File: src/pcm_pkg.sv
package pcm_pkg;
    // ==================================================
    // register indices (word index; byte address = 4 * index)
    localparam logic [15:0] IDX_BROWNOUT_CONFIG = 16'h0985;
    localparam logic [15:0] IDX_CLOCK_OUTPUT_CONTROL = 16'h7010;
    localparam logic [15:0] IDX_PLL_STATUS = 16'h7011;
    localparam logic [15:0] IDX_CLOCK_SOURCE_CONTROL = 16'h7012;
    localparam logic [15:0] IDX_PLL_LOCK_PERIOD = 16'h7013;
    localparam logic [15:0] IDX_OSC_ONE_TRIM = 16'h7014;
    localparam logic [15:0] IDX_OSC_TWO_TRIM = 16'h7016;
    localparam logic [15:0] IDX_PERIPH_CLOCK_GATE_C = 16'h7019;
    localparam logic [15:0] IDX_LOW_SPEED_PRESCALER = 16'h701B;
    localparam logic [15:0] IDX_PERIPH_CLOCK_GATE_A = 16'h701C;
    localparam logic [15:0] IDX_PERIPH_CLOCK_GATE_B = 16'h701D;
    localparam logic [15:0] IDX_LOW_POWER_CONTROL = 16'h701E;
    localparam logic [15:0] IDX_PERIPH_CLOCK_GATE_D = 16'h7020;
    localparam logic [15:0] IDX_PLL_RATIO_CONTROL = 16'h7021;
    localparam logic [15:0] IDX_SYSTEM_CONTROL_STATUS = 16'h7022;
    localparam logic [15:0] IDX_WATCHDOG_COUNTER = 16'h7023;
    localparam logic [15:0] IDX_WATCHDOG_KEY = 16'h7025;
    localparam logic [15:0] IDX_WATCHDOG_CONTROL = 16'h7029;
    localparam logic [15:0] IDX_DEBUG_PORT_CONTROL = 16'h702A;
    localparam logic [15:0] IDX_SECOND_PLL_CONFIG = 16'h7030;
    localparam logic [15:0] IDX_SECOND_PLL_MULTIPLIER = 16'h7032;
    localparam logic [15:0] IDX_SECOND_PLL_LOCK_STATUS = 16'h7034;
    localparam logic [15:0] IDX_SECONDARY_CLOCK_COUNTER = 16'h7036;
    localparam logic [15:0] IDX_PWM_DMA_CONFIG = 16'h703A;
    localparam int NUM_REGS = 24;
    // ==================================================
    // field positions
    localparam int RATIO_LSB = 0; // 5-bit ratio in pll_ratio_control
    localparam int RATIO_W = 5;
    localparam int LOCK_BIT = 0; // pll_lock_flag in pll_status
    localparam int OUTPUT_DIVIDER_SELECT_LSB = 7; // output_divider_select in pll_status
    localparam int OSC1_OFF_BIT = 0; // clock_source_control bits
    localparam int OSC2_OFF_BIT = 1;
    localparam int SRC_SEL_BIT = 2; // 0 = internal_osc_one
    // ==================================================
    // reset values and limits
    localparam logic [15:0] RST_ZERO = 16'h0000;
    localparam logic [15:0] RST_TRIM = 16'h0000;
    localparam logic [4:0] RATIO_MAX = 5'h12;
    localparam logic [1:0] OUTPUT_DIVIDER_SELECT_RST = 2'h0;
    // ==================================================
    // lock interval
    localparam int LOCK_TIME_US = 1000;
    localparam int CLK_MHZ = 10;
    localparam int LOCK_CYCLES = LOCK_TIME_US * CLK_MHZ;
    // ==================================================
    // clock path mode
    typedef enum logic [1:0] {
        PCM_BYPASS,
        PCM_LOCKING,
        PCM_MULT
    } pcm_mode_e;
endpackage

File: src/pcm_pll_clock_module.sv
`timescale 1ns/100ps
// Functional notes
// RULE_01 - writes only accepted while protected window open
// RULE_02 - system clock out equals cpu clock in
// RULE_03 - two oscillators on, osc one selected
// RULE_04 - software may power down each oscillator
// RULE_05 - trim registers set oscillator centre frequencies
// RULE_06 - five-bit ratio field sets multiplication
// RULE_07 - software disables watchdog before ratio write
// RULE_08 - lock takes 1 ms after ratio change
// RULE_09 - software keeps vco output at least 50 MHz
// RULE_10 - ratio zero bypass, n multiplies, divider select; here ratios above 18 clamp to 18
// RULE_11 - pll registers reset by pin or watchdog
// RULE_12 - debugger or missing-clock reset leaves pll registers
// RULE_13 - software sets divider zero before ratio write
// RULE_14 - ratio write forces bypass until lock
// RULE_15 - lock flag clears on write, sets after interval
module pcm_pll_clock_module #(
    parameter int LOCK_COUNT = pcm_pkg::LOCK_CYCLES
) (
    input wire logic mclk,
    input wire logic rst,
    input wire logic external_reset_pin,
    input wire logic watchdog_reset,
    input wire logic protected_write_window,
    input wire logic [31:0] paddr,
    input wire logic psel,
    input wire logic penable,
    input wire logic pwrite,
    input wire logic [31:0] pwdata,
    output logic [31:0] prdata,
    output logic pready,
    output logic pslverr,
    output logic [4:0] mult_factor,
    output logic [2:0] div_factor,
    output logic internal_osc_one_en,
    output logic internal_osc_two_en,
    output logic osc_select_two,
    output logic [15:0] osc_one_trim_val,
    output logic [15:0] osc_two_trim_val,
    output logic pll_locked
);
    import pcm_pkg::*;

    // ==================================================
    // address decode
    function automatic logic [4:0] reg_index(input logic [31:0] a);
        logic [15:0] w;
        w = a[17:2];
        if (a[1:0] != 2'h0 || a[31:18] != 14'h0) reg_index = 5'h1F;
        else if (w == IDX_BROWNOUT_CONFIG) reg_index = 5'h00;
        else if (w == IDX_CLOCK_OUTPUT_CONTROL) reg_index = 5'h01;
        else if (w == IDX_PLL_STATUS) reg_index = 5'h02;
        else if (w == IDX_CLOCK_SOURCE_CONTROL) reg_index = 5'h03;
        else if (w == IDX_PLL_LOCK_PERIOD) reg_index = 5'h04;
        else if (w == IDX_OSC_ONE_TRIM) reg_index = 5'h05;
        else if (w == IDX_OSC_TWO_TRIM) reg_index = 5'h06;
        else if (w == IDX_PERIPH_CLOCK_GATE_C) reg_index = 5'h07;
        else if (w == IDX_LOW_SPEED_PRESCALER) reg_index = 5'h08;
        else if (w == IDX_PERIPH_CLOCK_GATE_A) reg_index = 5'h09;
        else if (w == IDX_PERIPH_CLOCK_GATE_B) reg_index = 5'h0A;
        else if (w == IDX_LOW_POWER_CONTROL) reg_index = 5'h0B;
        else if (w == IDX_PERIPH_CLOCK_GATE_D) reg_index = 5'h0C;
        else if (w == IDX_PLL_RATIO_CONTROL) reg_index = 5'h0D;
        else if (w == IDX_SYSTEM_CONTROL_STATUS) reg_index = 5'h0E;
        else if (w == IDX_WATCHDOG_COUNTER) reg_index = 5'h0F;
        else if (w == IDX_WATCHDOG_KEY) reg_index = 5'h10;
        else if (w == IDX_WATCHDOG_CONTROL) reg_index = 5'h11;
        else if (w == IDX_DEBUG_PORT_CONTROL) reg_index = 5'h12;
        else if (w == IDX_SECOND_PLL_CONFIG) reg_index = 5'h13;
        else if (w == IDX_SECOND_PLL_MULTIPLIER) reg_index = 5'h14;
        else if (w == IDX_SECOND_PLL_LOCK_STATUS) reg_index = 5'h15;
        else if (w == IDX_SECONDARY_CLOCK_COUNTER) reg_index = 5'h16;
        else if (w == IDX_PWM_DMA_CONFIG) reg_index = 5'h17;
        else reg_index = 5'h1F;
    endfunction

    localparam logic [4:0] SLOT_STATUS = 5'h02;
    localparam logic [4:0] SLOT_SRC = 5'h03;
    localparam logic [4:0] SLOT_TRIM1 = 5'h05;
    localparam logic [4:0] SLOT_TRIM2 = 5'h06;
    localparam logic [4:0] SLOT_RATIO = 5'h0D;

    // ==================================================
    // window and pll-reset synchronisers
    // the window and both reset requests come from outside this clock, so each
    // passes two flops; only the second flop of each pair feeds any logic, which
    // costs two cycles of latency on the window and on a pll reset
    logic [1:0] win_sync_ff;
    logic [1:0] xrs_sync_ff;
    logic [1:0] wdr_sync_ff;
    logic [1:0] nxt_win_sync;
    logic [1:0] nxt_xrs_sync;
    logic [1:0] nxt_wdr_sync;
    logic pll_rst;

    // shift each raw input into its pair
    always_comb begin
        nxt_win_sync = {win_sync_ff[0], protected_write_window};
        nxt_xrs_sync = {xrs_sync_ff[0], external_reset_pin};
        nxt_wdr_sync = {wdr_sync_ff[0], watchdog_reset};
    end

    always_ff @(posedge mclk or posedge rst) begin
        if (rst) begin
            win_sync_ff <= 2'h0;
            xrs_sync_ff <= 2'h0;
            wdr_sync_ff <= 2'h0;
        end else begin
            win_sync_ff <= nxt_win_sync;
            xrs_sync_ff <= nxt_xrs_sync;
            wdr_sync_ff <= nxt_wdr_sync;
        end
    end

    // besides rst, only the pin or watchdog restore pll registers
    assign pll_rst = xrs_sync_ff[1] | wdr_sync_ff[1]; // RULE_11 RULE_12

    // ==================================================
    // apb access
    logic [4:0] slot;
    logic access;
    logic wr_ok;
    assign slot = reg_index(paddr);
    assign access = psel & penable;
    // protected window gates every write
    assign wr_ok = access & pwrite & win_sync_ff[1] & (slot != 5'h1F); // RULE_01

    // ==================================================
    // general register file
    // every mapped slot keeps its last accepted word; the watchdog, low-power and
    // gate registers are storage only here, their behaviour lives elsewhere
    logic [15:0] regs_ff [NUM_REGS];
    logic [15:0] nxt_regs [NUM_REGS];

    // plain storage, pll slots handled separately
    always_comb begin
        for (int i = 0; i < NUM_REGS; i++) begin
            nxt_regs[i] = regs_ff[i];
            if (wr_ok && slot == 5'(i)) nxt_regs[i] = pwdata[15:0]; // RULE_01
        end
    end

    always_ff @(posedge mclk or posedge rst) begin
        if (rst) begin
            for (int i = 0; i < NUM_REGS; i++) regs_ff[i] <= RST_ZERO; // RULE_03
        end else begin
            for (int i = 0; i < NUM_REGS; i++) regs_ff[i] <= nxt_regs[i];
        end
    end

    // ==================================================
    // pll ratio, divider select, lock
    // a ratio write restarts the lock count even mid-lock, so software that rewrites
    // the ratio before the flag returns only stretches the bypass interval; the
    // count is one step per clock, so the lock time scales with the clock period
    logic [4:0] ratio_ff, nxt_ratio;
    logic [1:0] output_divider_select_ff, nxt_output_divider_select;
    logic [31:0] lock_cnt_ff, nxt_lock_cnt;
    pcm_mode_e mode_ff, nxt_mode;
    logic ratio_wr;
    assign ratio_wr = wr_ok && slot == SLOT_RATIO;

    always_comb begin
        nxt_ratio = ratio_ff;
        nxt_output_divider_select = output_divider_select_ff;
        nxt_lock_cnt = lock_cnt_ff;
        nxt_mode = mode_ff;
        if (wr_ok && slot == SLOT_STATUS) nxt_output_divider_select = pwdata[OUTPUT_DIVIDER_SELECT_LSB +: 2];
        case (mode_ff)
            PCM_BYPASS, PCM_MULT: begin
            end
            PCM_LOCKING: begin
                if (lock_cnt_ff >= 32'(LOCK_COUNT - 1)) begin
                    nxt_mode = (ratio_ff == 5'h0) ? PCM_BYPASS : PCM_MULT; // RULE_14
                end else begin
                    nxt_lock_cnt = lock_cnt_ff + 32'h1; // RULE_08
                end
            end
            default: nxt_mode = PCM_BYPASS;
        endcase
        if (ratio_wr) begin
            nxt_ratio = pwdata[RATIO_LSB +: RATIO_W]; // RULE_06
            nxt_lock_cnt = 32'h0;
            nxt_mode = PCM_LOCKING; // RULE_14 RULE_15
        end
    end

    always_ff @(posedge mclk or posedge rst) begin
        if (rst) begin
            ratio_ff <= 5'h0;
            output_divider_select_ff <= OUTPUT_DIVIDER_SELECT_RST;
            lock_cnt_ff <= 32'h0;
            mode_ff <= PCM_BYPASS;
        end else if (pll_rst) begin
            ratio_ff <= 5'h0; // RULE_11
            output_divider_select_ff <= OUTPUT_DIVIDER_SELECT_RST;
            lock_cnt_ff <= 32'h0;
            mode_ff <= PCM_BYPASS;
        end else begin
            ratio_ff <= nxt_ratio;
            output_divider_select_ff <= nxt_output_divider_select;
            lock_cnt_ff <= nxt_lock_cnt;
            mode_ff <= nxt_mode;
        end
    end

    // ==================================================
    // frequency plan outputs
    logic [4:0] nxt_mult;
    logic [2:0] nxt_div;
    logic nxt_locked;
    logic [15:0] status_val;
    logic nxt_osc_one_en;
    logic nxt_osc_two_en;
    logic nxt_select_two;
    logic [15:0] nxt_trim_one;
    logic [15:0] nxt_trim_two;

    always_comb begin
        // multiplier 1 while bypassed or locking, ratios above max clamp
        if (mode_ff == PCM_MULT) begin // RULE_14
            nxt_mult = (ratio_ff > RATIO_MAX) ? RATIO_MAX : ratio_ff; // RULE_10
        end else begin
            nxt_mult = 5'h1;
        end
        case (output_divider_select_ff) // RULE_10
            2'h2: nxt_div = 3'h2;
            2'h3: nxt_div = 3'h1;
            default: nxt_div = 3'h4;
        endcase
        nxt_locked = (mode_ff != PCM_LOCKING); // RULE_15
        status_val = 16'h0;
        status_val[LOCK_BIT] = pll_locked;
        status_val[OUTPUT_DIVIDER_SELECT_LSB +: 2] = output_divider_select_ff;
        // oscillator controls follow clock_source_control and the trim slots
        nxt_osc_one_en = ~regs_ff[SLOT_SRC][OSC1_OFF_BIT]; // RULE_04
        nxt_osc_two_en = ~regs_ff[SLOT_SRC][OSC2_OFF_BIT]; // RULE_04
        nxt_select_two = regs_ff[SLOT_SRC][SRC_SEL_BIT]; // RULE_03
        nxt_trim_one = regs_ff[SLOT_TRIM1]; // RULE_05
        nxt_trim_two = regs_ff[SLOT_TRIM2]; // RULE_05
    end

    // cpu clock and system clock out share this one factor pair
    always_ff @(posedge mclk or posedge rst) begin
        if (rst) begin
            mult_factor <= 5'h1;
            div_factor <= 3'h4;
            pll_locked <= 1'b1;
            internal_osc_one_en <= 1'b1;
            internal_osc_two_en <= 1'b1;
            osc_select_two <= 1'b0;
            osc_one_trim_val <= RST_TRIM;
            osc_two_trim_val <= RST_TRIM;
        end else begin
            mult_factor <= nxt_mult; // RULE_02
            div_factor <= nxt_div; // RULE_02
            pll_locked <= nxt_locked;
            internal_osc_one_en <= nxt_osc_one_en;
            internal_osc_two_en <= nxt_osc_two_en;
            osc_select_two <= nxt_select_two;
            osc_one_trim_val <= nxt_trim_one;
            osc_two_trim_val <= nxt_trim_two;
        end
    end

    // ==================================================
    // apb read data, zero-wait answer, error on unmapped
    // the answer is prepared from the setup cycle, so pready is a registered
    // one-cycle pulse in the access phase and a master never sees a wait state
    logic [31:0] nxt_prdata;
    logic nxt_pready;
    logic nxt_pslverr;

    always_comb begin
        nxt_prdata = 32'h0;
        nxt_pready = psel & ~penable;
        nxt_pslverr = 1'b0;
        if (psel && !penable) begin
            if (slot == 5'h1F) nxt_pslverr = 1'b1;
            else if (slot == SLOT_STATUS) nxt_prdata = {16'h0, status_val};
            else if (slot == SLOT_RATIO) nxt_prdata = {27'h0, ratio_ff};
            else nxt_prdata = {16'h0, regs_ff[slot]};
        end
    end

    always_ff @(posedge mclk or posedge rst) begin
        if (rst) begin
            prdata <= 32'h0;
            pready <= 1'b0;
            pslverr <= 1'b0;
        end else begin
            prdata <= nxt_prdata;
            pready <= nxt_pready;
            pslverr <= nxt_pslverr;
        end
    end

    // ==================================================
    // checks
    // lock flag and bypass across a ratio change
    a_lock_clears: assert property (@(posedge mclk) disable iff (rst || pll_rst) // RULE_15
        ratio_wr |=> ##1 !pll_locked)
        else $error("lock flag not cleared");

    a_bypass_locking: assert property (@(posedge mclk) disable iff (rst) // RULE_14
        mode_ff == PCM_LOCKING |=> mult_factor == 5'h1)
        else $error("not bypassed");

    a_locked_waits: assert property (@(posedge mclk) disable iff (rst || pll_rst) // RULE_08
        ratio_wr |=> (mode_ff == PCM_LOCKING) [*3])
        else $error("lock too early");

    a_lock_ends: assert property (@(posedge mclk) disable iff (rst || pll_rst) // RULE_08
        mode_ff == PCM_LOCKING && lock_cnt_ff == 32'(LOCK_COUNT - 1) && !ratio_wr
        |=> ##1 pll_locked)
        else $error("lock flag late");

    // closed window leaves pll and plain registers alone
    a_protect_write: assert property (@(posedge mclk) disable iff (rst || pll_rst) // RULE_01
        access && pwrite && !win_sync_ff[1] |=> $stable(ratio_ff))
        else $error("unprotected write took");

    a_protect_trim: assert property (@(posedge mclk) disable iff (rst) // RULE_01
        access && pwrite && !win_sync_ff[1] |=> $stable(regs_ff[SLOT_TRIM1]))
        else $error("unprotected trim write took");

    // divider select and multiplier reach the factor outputs
    a_div_select: assert property (@(posedge mclk) disable iff (rst) // RULE_10
        output_divider_select_ff == 2'h3 |=> div_factor == 3'h1)
        else $error("divider wrong");

    a_div_half: assert property (@(posedge mclk) disable iff (rst) // RULE_10
        output_divider_select_ff == 2'h2 |=> div_factor == 3'h2)
        else $error("half divider wrong");

    a_div_quarter: assert property (@(posedge mclk) disable iff (rst) // RULE_10
        output_divider_select_ff < 2'h2 |=> div_factor == 3'h4)
        else $error("quarter divider wrong");

    a_bypass_zero: assert property (@(posedge mclk) disable iff (rst) // RULE_10
        mode_ff == PCM_BYPASS |=> mult_factor == 5'h1)
        else $error("bypass multiplier wrong");

    a_mult_locked: assert property (@(posedge mclk) disable iff (rst) // RULE_10
        mode_ff == PCM_MULT && ratio_ff <= RATIO_MAX |=> mult_factor == $past(ratio_ff))
        else $error("multiplier wrong");

    a_mult_clamp: assert property (@(posedge mclk) disable iff (rst) // RULE_10
        mode_ff == PCM_MULT && ratio_ff > RATIO_MAX |=> mult_factor == RATIO_MAX)
        else $error("multiplier not clamped");

    // pll reset and ratio storage
    a_pll_reset: assert property (@(posedge mclk) disable iff (rst) // RULE_11
        pll_rst |=> ratio_ff == 5'h0 && output_divider_select_ff == 2'h0)
        else $error("pll reset missed");

    a_ratio_store: assert property (@(posedge mclk) disable iff (rst || pll_rst) // RULE_06
        ratio_wr |=> ratio_ff == $past(pwdata[4:0]))
        else $error("ratio not stored");

    // oscillator controls and trims
    a_osc_one_off: assert property (@(posedge mclk) disable iff (rst) // RULE_04
        regs_ff[SLOT_SRC][OSC1_OFF_BIT] |=> !internal_osc_one_en)
        else $error("osc one not powered down");

    a_osc_two_off: assert property (@(posedge mclk) disable iff (rst) // RULE_04
        regs_ff[SLOT_SRC][OSC2_OFF_BIT] |=> !internal_osc_two_en)
        else $error("osc two not powered down");

    a_trim_out: assert property (@(posedge mclk) disable iff (rst) // RULE_05
        wr_ok && slot == SLOT_TRIM1 |=> ##1 osc_one_trim_val == $past(pwdata[15:0], 2))
        else $error("trim lost");

    // bus answer
    a_ready_pulse: assert property (@(posedge mclk) disable iff (rst)
        psel && !penable |=> pready)
        else $error("no ready in access phase");

    a_slverr_unmapped: assert property (@(posedge mclk) disable iff (rst)
        psel && !penable && slot == 5'h1F |=> pslverr)
        else $error("no error on unmapped access");
endmodule // pcm_pll_clock_module

File: config.mk
export PLATFORM = sky130hd
export DESIGN_NAME = pcm_pll_clock_module
export DESIGN_NICKNAME = d
export VERILOG_FILES = /design/src/pcm_pkg.sv /design/src/pcm_pll_clock_module.sv
export SDC_FILE = /design/constraint.sdc
export NUM_CORES = 1
export LEC_CHECK = 0
export BUFFER_PORTS_ARGS = -buffer_cell sky130_fd_sc_hd__buf_2
export CAP_MARGIN = 20
export CORE_MARGIN = 2
export CORE_UTILIZATION = 45
export CTS_CLUSTER_DIAMETER = 40
export CTS_CLUSTER_SIZE = 12
export DETAILED_ROUTE_END_ITERATION = 6
export PLACE_DENSITY = 0.66
export SLEW_MARGIN = 40
export SYNTH_ARGS = -nofsm -noshare
export SYNTH_HDL_FRONTEND = slang
export SYNTH_SLANG_ARGS = --single-unit
File: constraint.sdc
create_clock -name mclk -period 12.9 [get_ports mclk]
set_input_delay 0 -clock mclk [delete_from_list [all_inputs] [get_ports mclk]]
set_output_delay 0 -clock mclk [all_outputs]
set_load 0.01 [all_outputs]
## Yosys cells after proc, flatten, opt, wreduce, memory -nomap -nowiden

Index checks and enable logic that the tools add are counted.

- Word-level logic and storage cells: 201
- Output and inout bits: 78
- Bits in registers: 509
- Bits of input ports: 72

- Reduce and logical (&&, ||, !) cells: 38
- Muxes and demuxes: 50
- Magnitude comparators: 3
- Equality and inequality tests: 57
- Add/sub/neg operators: 1
- Bitwise gates (word level): 10

Operator list:

| kind | count |
|---|---|
| $eq A16 B15 Y1 const B | 23 |
| $mux W32 | 4 |
| $mux W5 | 21 |
| $mux W16 | 6 |
| $bmux W16 S5 | 1 |
| $eq A5 B5 Y1 const B | 9 |
| $eq A5 B4 Y1 const B | 8 |
| $add A32 B1 Y32 const B | 1 |
| $ge A32 B14 Y1 const B | 1 |
| $mux W4 | 8 |
| $logic_and A1 B1 Y1 | 25 |
| $eq A5 B3 Y1 const B | 4 |
| $eq A16 B12 Y1 const B | 1 |
| $reduce_bool A14 Y1 | 1 |
| $mux W2 | 6 |
| $eq A5 B2 Y1 const B | 2 |
| $logic_not A5 Y1 | 2 |
| $eq A2 B2 Y1 const B | 3 |
| $ge A6 B6 Y1 const B | 1 |
| $ne A3 B3 Y1 const B | 2 |
| $not A5 Y6 | 1 |
| $pmux W3 S2 | 1 |
| $reduce_bool A2 Y1 | 3 |
| $and A1 B1 Y1 | 5 |
| 16 further kinds | 20 |

## Logic depth before layout (Yosys ltp)

- Word-level depth: 34
- Mapped depth: 15
- Depth with buffers taken out: 11

## Worst setup path before layout

No wires, ideal clock.

- Kind: input to register
- Start point: input port paddr[6]
- End point: register regs_ff[112] in the netlist's numbering
- Arrival time: 2635 ps
- Library setup time: 128 ps
- Setup slack: 10137 ps
- Cell stages on the path: 11
- Required time: 12772 ps
- Buffers on the path: 2
- Path through: buf_2 -> or4b_1 -> nor3_1 -> a31oi_1 -> o21ai_1 -> and3b_1 -> nor3_2 -> nand3_2 -> nor4_4 -> buf_4 -> mux2_1

- Longest elaborated chain between the ends: 29
- Elaborated cells between the ends (all ways): 53
- Classes of those cells: eq/ne: 26; mux: 25; bitwise: 1; reduce/logical: 1

Ends and longest elaborated chain:

| element | RTL line | source |
|---|---|---|
| start, declared | pcm_pll_clock_module.sv:26 | `input wire logic [31:0] paddr,` |
| $eq A16 B15 Y1 | pcm_pll_clock_module.sv:74 | `else if (w == IDX_PWM_DMA_CONFIG) reg_index = 5'h17;` |
| $mux W4 | pcm_pll_clock_module.sv:74 |  |
| $mux W4 | pcm_pll_clock_module.sv:73 | `else if (w == IDX_SECONDARY_CLOCK_COUNTER) reg_index = 5'h16;` |
| $mux W4 | pcm_pll_clock_module.sv:72 | `else if (w == IDX_SECOND_PLL_LOCK_STATUS) reg_index = 5'h15;` |
| $mux W4 | pcm_pll_clock_module.sv:71 | `else if (w == IDX_SECOND_PLL_MULTIPLIER) reg_index = 5'h14;` |
| $mux W4 | pcm_pll_clock_module.sv:70 | `else if (w == IDX_SECOND_PLL_CONFIG) reg_index = 5'h13;` |
| $mux W4 | pcm_pll_clock_module.sv:69 | `else if (w == IDX_DEBUG_PORT_CONTROL) reg_index = 5'h12;` |
| $mux W4 | pcm_pll_clock_module.sv:68 | `else if (w == IDX_WATCHDOG_CONTROL) reg_index = 5'h11;` |
| [13 not listed] | - |  |
| $mux W5 | pcm_pll_clock_module.sv:54 | `else if (w == IDX_CLOCK_SOURCE_CONTROL) reg_index = 5'h03;` |
| $mux W5 | pcm_pll_clock_module.sv:53 | `else if (w == IDX_PLL_STATUS) reg_index = 5'h02;` |
| $mux W5 | pcm_pll_clock_module.sv:52 | `else if (w == IDX_CLOCK_OUTPUT_CONTROL) reg_index = 5'h01;` |
| $mux W5 * | pcm_pll_clock_module.sv:51 | `else if (w == IDX_BROWNOUT_CONFIG) reg_index = 5'h00;` |
| $mux W5 * | pcm_pll_clock_module.sv:50 | `if (a[1:0] != 2'h0 \|\| a[31:18] != 14'h0) reg_index = 5'h1F;` |
| $ne A5 B5 Y1 | pcm_pll_clock_module.sv:127 | `assign wr_ok = access & pwrite & win_sync_ff[1] & (slot != 5'h1F);` |
| $and A1 B1 Y1 | pcm_pll_clock_module.sv:127 |  |
| $logic_and A1 B1 Y1 * | pcm_pll_clock_module.sv:140 | `if (wr_ok && slot == 5'(i)) nxt_regs[i] = pwdata[15:0];` |
| end, declared | pcm_pll_clock_module.sv:133 | `logic [15:0] regs_ff [NUM_REGS];` |

Every way passes the cells marked *; elsewhere a longest branch is shown, timed or not.
A chain may end at the register's enable or synchronous reset.

## Final worst setup path

- Start point: input port paddr[9]
- End point: register prdata[7]

- Longest elaborated chain between the ends: 34
- Elaborated cells between the ends (all ways): 60
- Classes of those cells: eq/ne: 27; mux: 32; bitwise: 1

Ends and longest elaborated chain:

| element | RTL line | source |
|---|---|---|
| $eq A16 B15 Y1 | pcm_pll_clock_module.sv:74 |  |
| $mux W4 | pcm_pll_clock_module.sv:74 |  |
| $mux W4 | pcm_pll_clock_module.sv:73 |  |
| $mux W4 | pcm_pll_clock_module.sv:72 |  |
| $mux W4 | pcm_pll_clock_module.sv:71 |  |
| $mux W4 | pcm_pll_clock_module.sv:70 |  |
| $mux W4 | pcm_pll_clock_module.sv:69 |  |
| $mux W4 | pcm_pll_clock_module.sv:68 |  |
| [18 not listed] | - |  |
| $not A5 Y6 (not written as such) | pcm_pll_clock_module.sv:283 | `else nxt_prdata = {16'h0, regs_ff[slot]};` |
| $bmux W16 S5 | pcm_pll_clock_module.sv:283 |  |
| $mux W16 (not written as such) (2 in a row) | pcm_pll_clock_module.sv:283 |  |
| $mux W16 | pcm_pll_clock_module.sv:282 | `else if (slot == SLOT_RATIO) nxt_prdata = {27'h0, ratio_ff};` |
| $mux W16 | pcm_pll_clock_module.sv:281 | `else if (slot == SLOT_STATUS) nxt_prdata = {16'h0, status_val};` |
| $mux W16 * | pcm_pll_clock_module.sv:280 | `if (slot == 5'h1F) nxt_pslverr = 1'b1;` |
| $mux W16 * | pcm_pll_clock_module.sv:279 | `if (psel && !penable) begin` |
| named net nxt_prdata[7] | pcm_pll_clock_module.sv:271 | `logic [31:0] nxt_prdata;` |
| end signal, assigned | pcm_pll_clock_module.sv:293 | `prdata <= nxt_prdata;` |
| end, declared | pcm_pll_clock_module.sv:31 | `output logic [31:0] prdata,` |

The timed path passes the listed nets; every way through them passes the cells marked *. The select of a mux whose other input is x is not followed.

==> results.tsv <==
metric	value	unit
worst r2r src	win_sync_ff[1]$_DFF_PP0_	
top sig layer	met4	
Layout area overhead	17.8	%
pre-CTS setup slack	8.39	ns
count of state elements after synthesis	492	
final period utilization	32.1	%
CP Capture Type	flip-flop	
worst hold stages	2	
cts bufs inserted	71	
critical path required time	13.33	ns
sequential fraction of the synthesis area	55.3	%
post_cts resized	0	
ys async rst share	100	%
initial antenna violation count	0	
PortBufs	117	
post-layout min period	4.15	ns
final hold viol count	0	
Post-synth EDFFs	0	
DRT Wirelength	63500	um
clock root cell	clkbuf_16	
commonest non-fill, non-tap cell in the layout	dfrtp_1	
Max-Cap Viols	0	
Final Slew Violations	0	
FP Rows	81	
Initial Utilization	45.5	%
status	finished clean	
Post-CTS Setup Inserts	0	
Longest Clk Path Bufs	3	
Worst EP arrival	4.58	ns
RSZ-0062 raised after global routing	false	
setup TNS	0	ns
CTS tree	built	
Slew headroom	40.2	%
vias in the first global route	16500	
startpoint types	input pin	
Top Ports	150	
Worst IR Drop VDD	93.3	uV
WL met2	29200	um
Residual DRC	0	
Worst R2R End	regs_ff[114]$_DFFE_PP0P_	
PwrDens	140	mW/mm2
first-pass GRT wire length	97500	um
nets	2034	
Lkg Pwr	12.9	nW
overflow left after global routing	0	
yosys warns	0	
top fanout value on the critical path	23	
1st-iter DRT viols	1349	
min-delay src	external_reset_pin	
worst-skew pair later-pin latency	0.61	ns
post-DR wirelength/cell	23.7	um
Final WS setup	8.75	ns
hold_buf cts	23	
Worst Hold Endpoint	xrs_sync_ff[0]$_DFF_PP0_	
Via-to-Cell Ratio	5.92	
Detailed Place HPWL	38800	um
largest net degree at the start of global routing	75	
core area	0.0490	mm2
Post-Syn Instances	1852	
Unique masters post-synth	90	
maximum clock frequency	241	MHz
chip width	227	um
routed wl met3	5500	um
GPL Wtd Cong	0.831	
DRT Pass-1 Iters	6	
Non-Filler Instances	2682	
CTS clk-pin slew, worst paths	0.05	ns
ys flop type	dfrtp_1	
Tot GR Track Use	25.3	%
post-synthesis cell area	0.0223	mm2
Die ar.	0.0513	mm2
H-tree lvl count	3	
commonest cells after routing, fill and taps aside	dfrtp_1 (487), mux2_2 (334), nor2_1 (137)	
via count	15900	
WHS	0.0499	ns
Post-Place Cells	2529	
clock tree sinks	492	
M1 WL	26800	um
CP Class	in -> reg	
R2R Setup Slk	9.93	ns
Syn Area/Cell	12.0	um2
final setup fails	0	
Worst-Margin Slew	0.895	ns
layout cell share with drive strength beyond 1	33.3	%
Hold WC Path Type	in -> reg	
skew final	0.0197	ns
R2R depth	6	
post-route ant nets	0	
height of the die	227	um
report_power, final:
| part | switching [mW] | total, mW | internal [mW] |
|---|---|---|---|
| sequential | 0.000332 | 1.55 | 1.55 |
| combinational | 0.0713 | 0.0947 | 0.0234 |
| clock | 0.750 | 2.03 | 1.28 |
| total | 0.821 | 3.67 | 2.85 |
registers in the layout, indices dropped and copies added (netlist names), 3 cells and up:
signal            flops
regs_ff             350
nxt_trim_two         16
prdata               16
osc_two_trim_val     16
lock_cnt_ff          32
nxt_trim_one         16
osc_one_trim_val     16
ratio_ff              5
mult_factor           5
div_factor            3
Yosys cell counts (23+ instances only):
cell type / n / area (um2)
buf_2: 54 / 270
o21ai_0: 58 / 290
and2_1: 25 / 156
a21oi_1: 38 / 190
o22ai_1: 35 / 219
dfrtp_1: 487 / 12200
nand3_1: 24 / 120
nor2_1: 139 / 522
o221ai_1: 23 / 201
nand2_1: 140 / 526
mux2i_1: 36 / 360
buf_4: 24 / 180
mux2_1: 35 / 394
nor3_1: 24 / 120
mux2_2: 334 / 3760
clkbuf_1: 65 / 244
metrics by stage:
stage,util (%),area [um2],total power [mW]
2_1_floorplan,-,22400,1.63
6_report,53.7,26300,3.67
3_3_place_gp,47.6,23300,1.65
4_1_cts,53.6,26200,3.70
3_5_place_dp,48.0,23500,1.66
5_1_grt,53.6,26300,3.78
critical path: stages:
cell and delay (ns):
buf_2 0.15, nor4b_2 0.47, nand2b_1 0.13, o31ai_1 0.66, o21ai_1 0.44, nand3_1 0.21
buf_4 0.40, nor3b_1 0.13, nor2_1 0.42, nand2_1 0.54, a2111oi_0 0.52, a2bb2oi_1 0.50
per-layer routing:
layer  track usage (%)  vias up
li1                  -     6902
met1              33.6     8141
met2              39.6      685
met3              7.14      159
met4              9.44        0
met5                 0        -
final cells by class:
cell class	count	area, um2
Fill cell	4104	22700
Sequential cell	492	12300
Multi-Input combinational cell	1201	9320
Clock buffer	88	1950
Timing Repair Buffer	175	1210
Tap cell	664	831
Clock inverter	41	558
Inverter	20	78.8
Antenna cell	1	2.50
worst max path at each step:
stage | from | to | slack, ns
floorplan | rst | div_factor[0]$_DFF_PP0_ | 6.23
global placement | paddr[11] | regs_ff[323]$_DFFE_PP0P_ | 8.09
detailed placement | paddr[11] | prdata[8]$_DFF_PP0_ | 8.39
CTS | paddr[9] | prdata[7]$_DFF_PP0_ | 8.99
global route | paddr[6] | prdata[7]$_DFF_PP0_ | 8.57
finish | paddr[9] | prdata[7]$_DFF_PP0_ | 8.75
kinds of logic (layout without fill, tap and decap cells):
| family | Yosys count | after routing | synth area share (%) |
|---|---|---|---|
| multiplexers | 405 | 405 | 20.3 |
| AO/OA/AOI/OAI | 305 | 305 | 9.86 |
| buffers and inverters | 174 | 324 | 3.84 |
| other | 1 | 17 | 0.0168 |
| XOR/XNOR | 15 | 15 | 0.589 |
| adder cells (fa/ha/maj) | 1 | 1 | 0.0561 |
| AND/OR/NAND/NOR | 459 | 459 | 10.1 |
| flip-flops | 492 | 492 | 55.3 |
(Power assumes the default switching activity.)
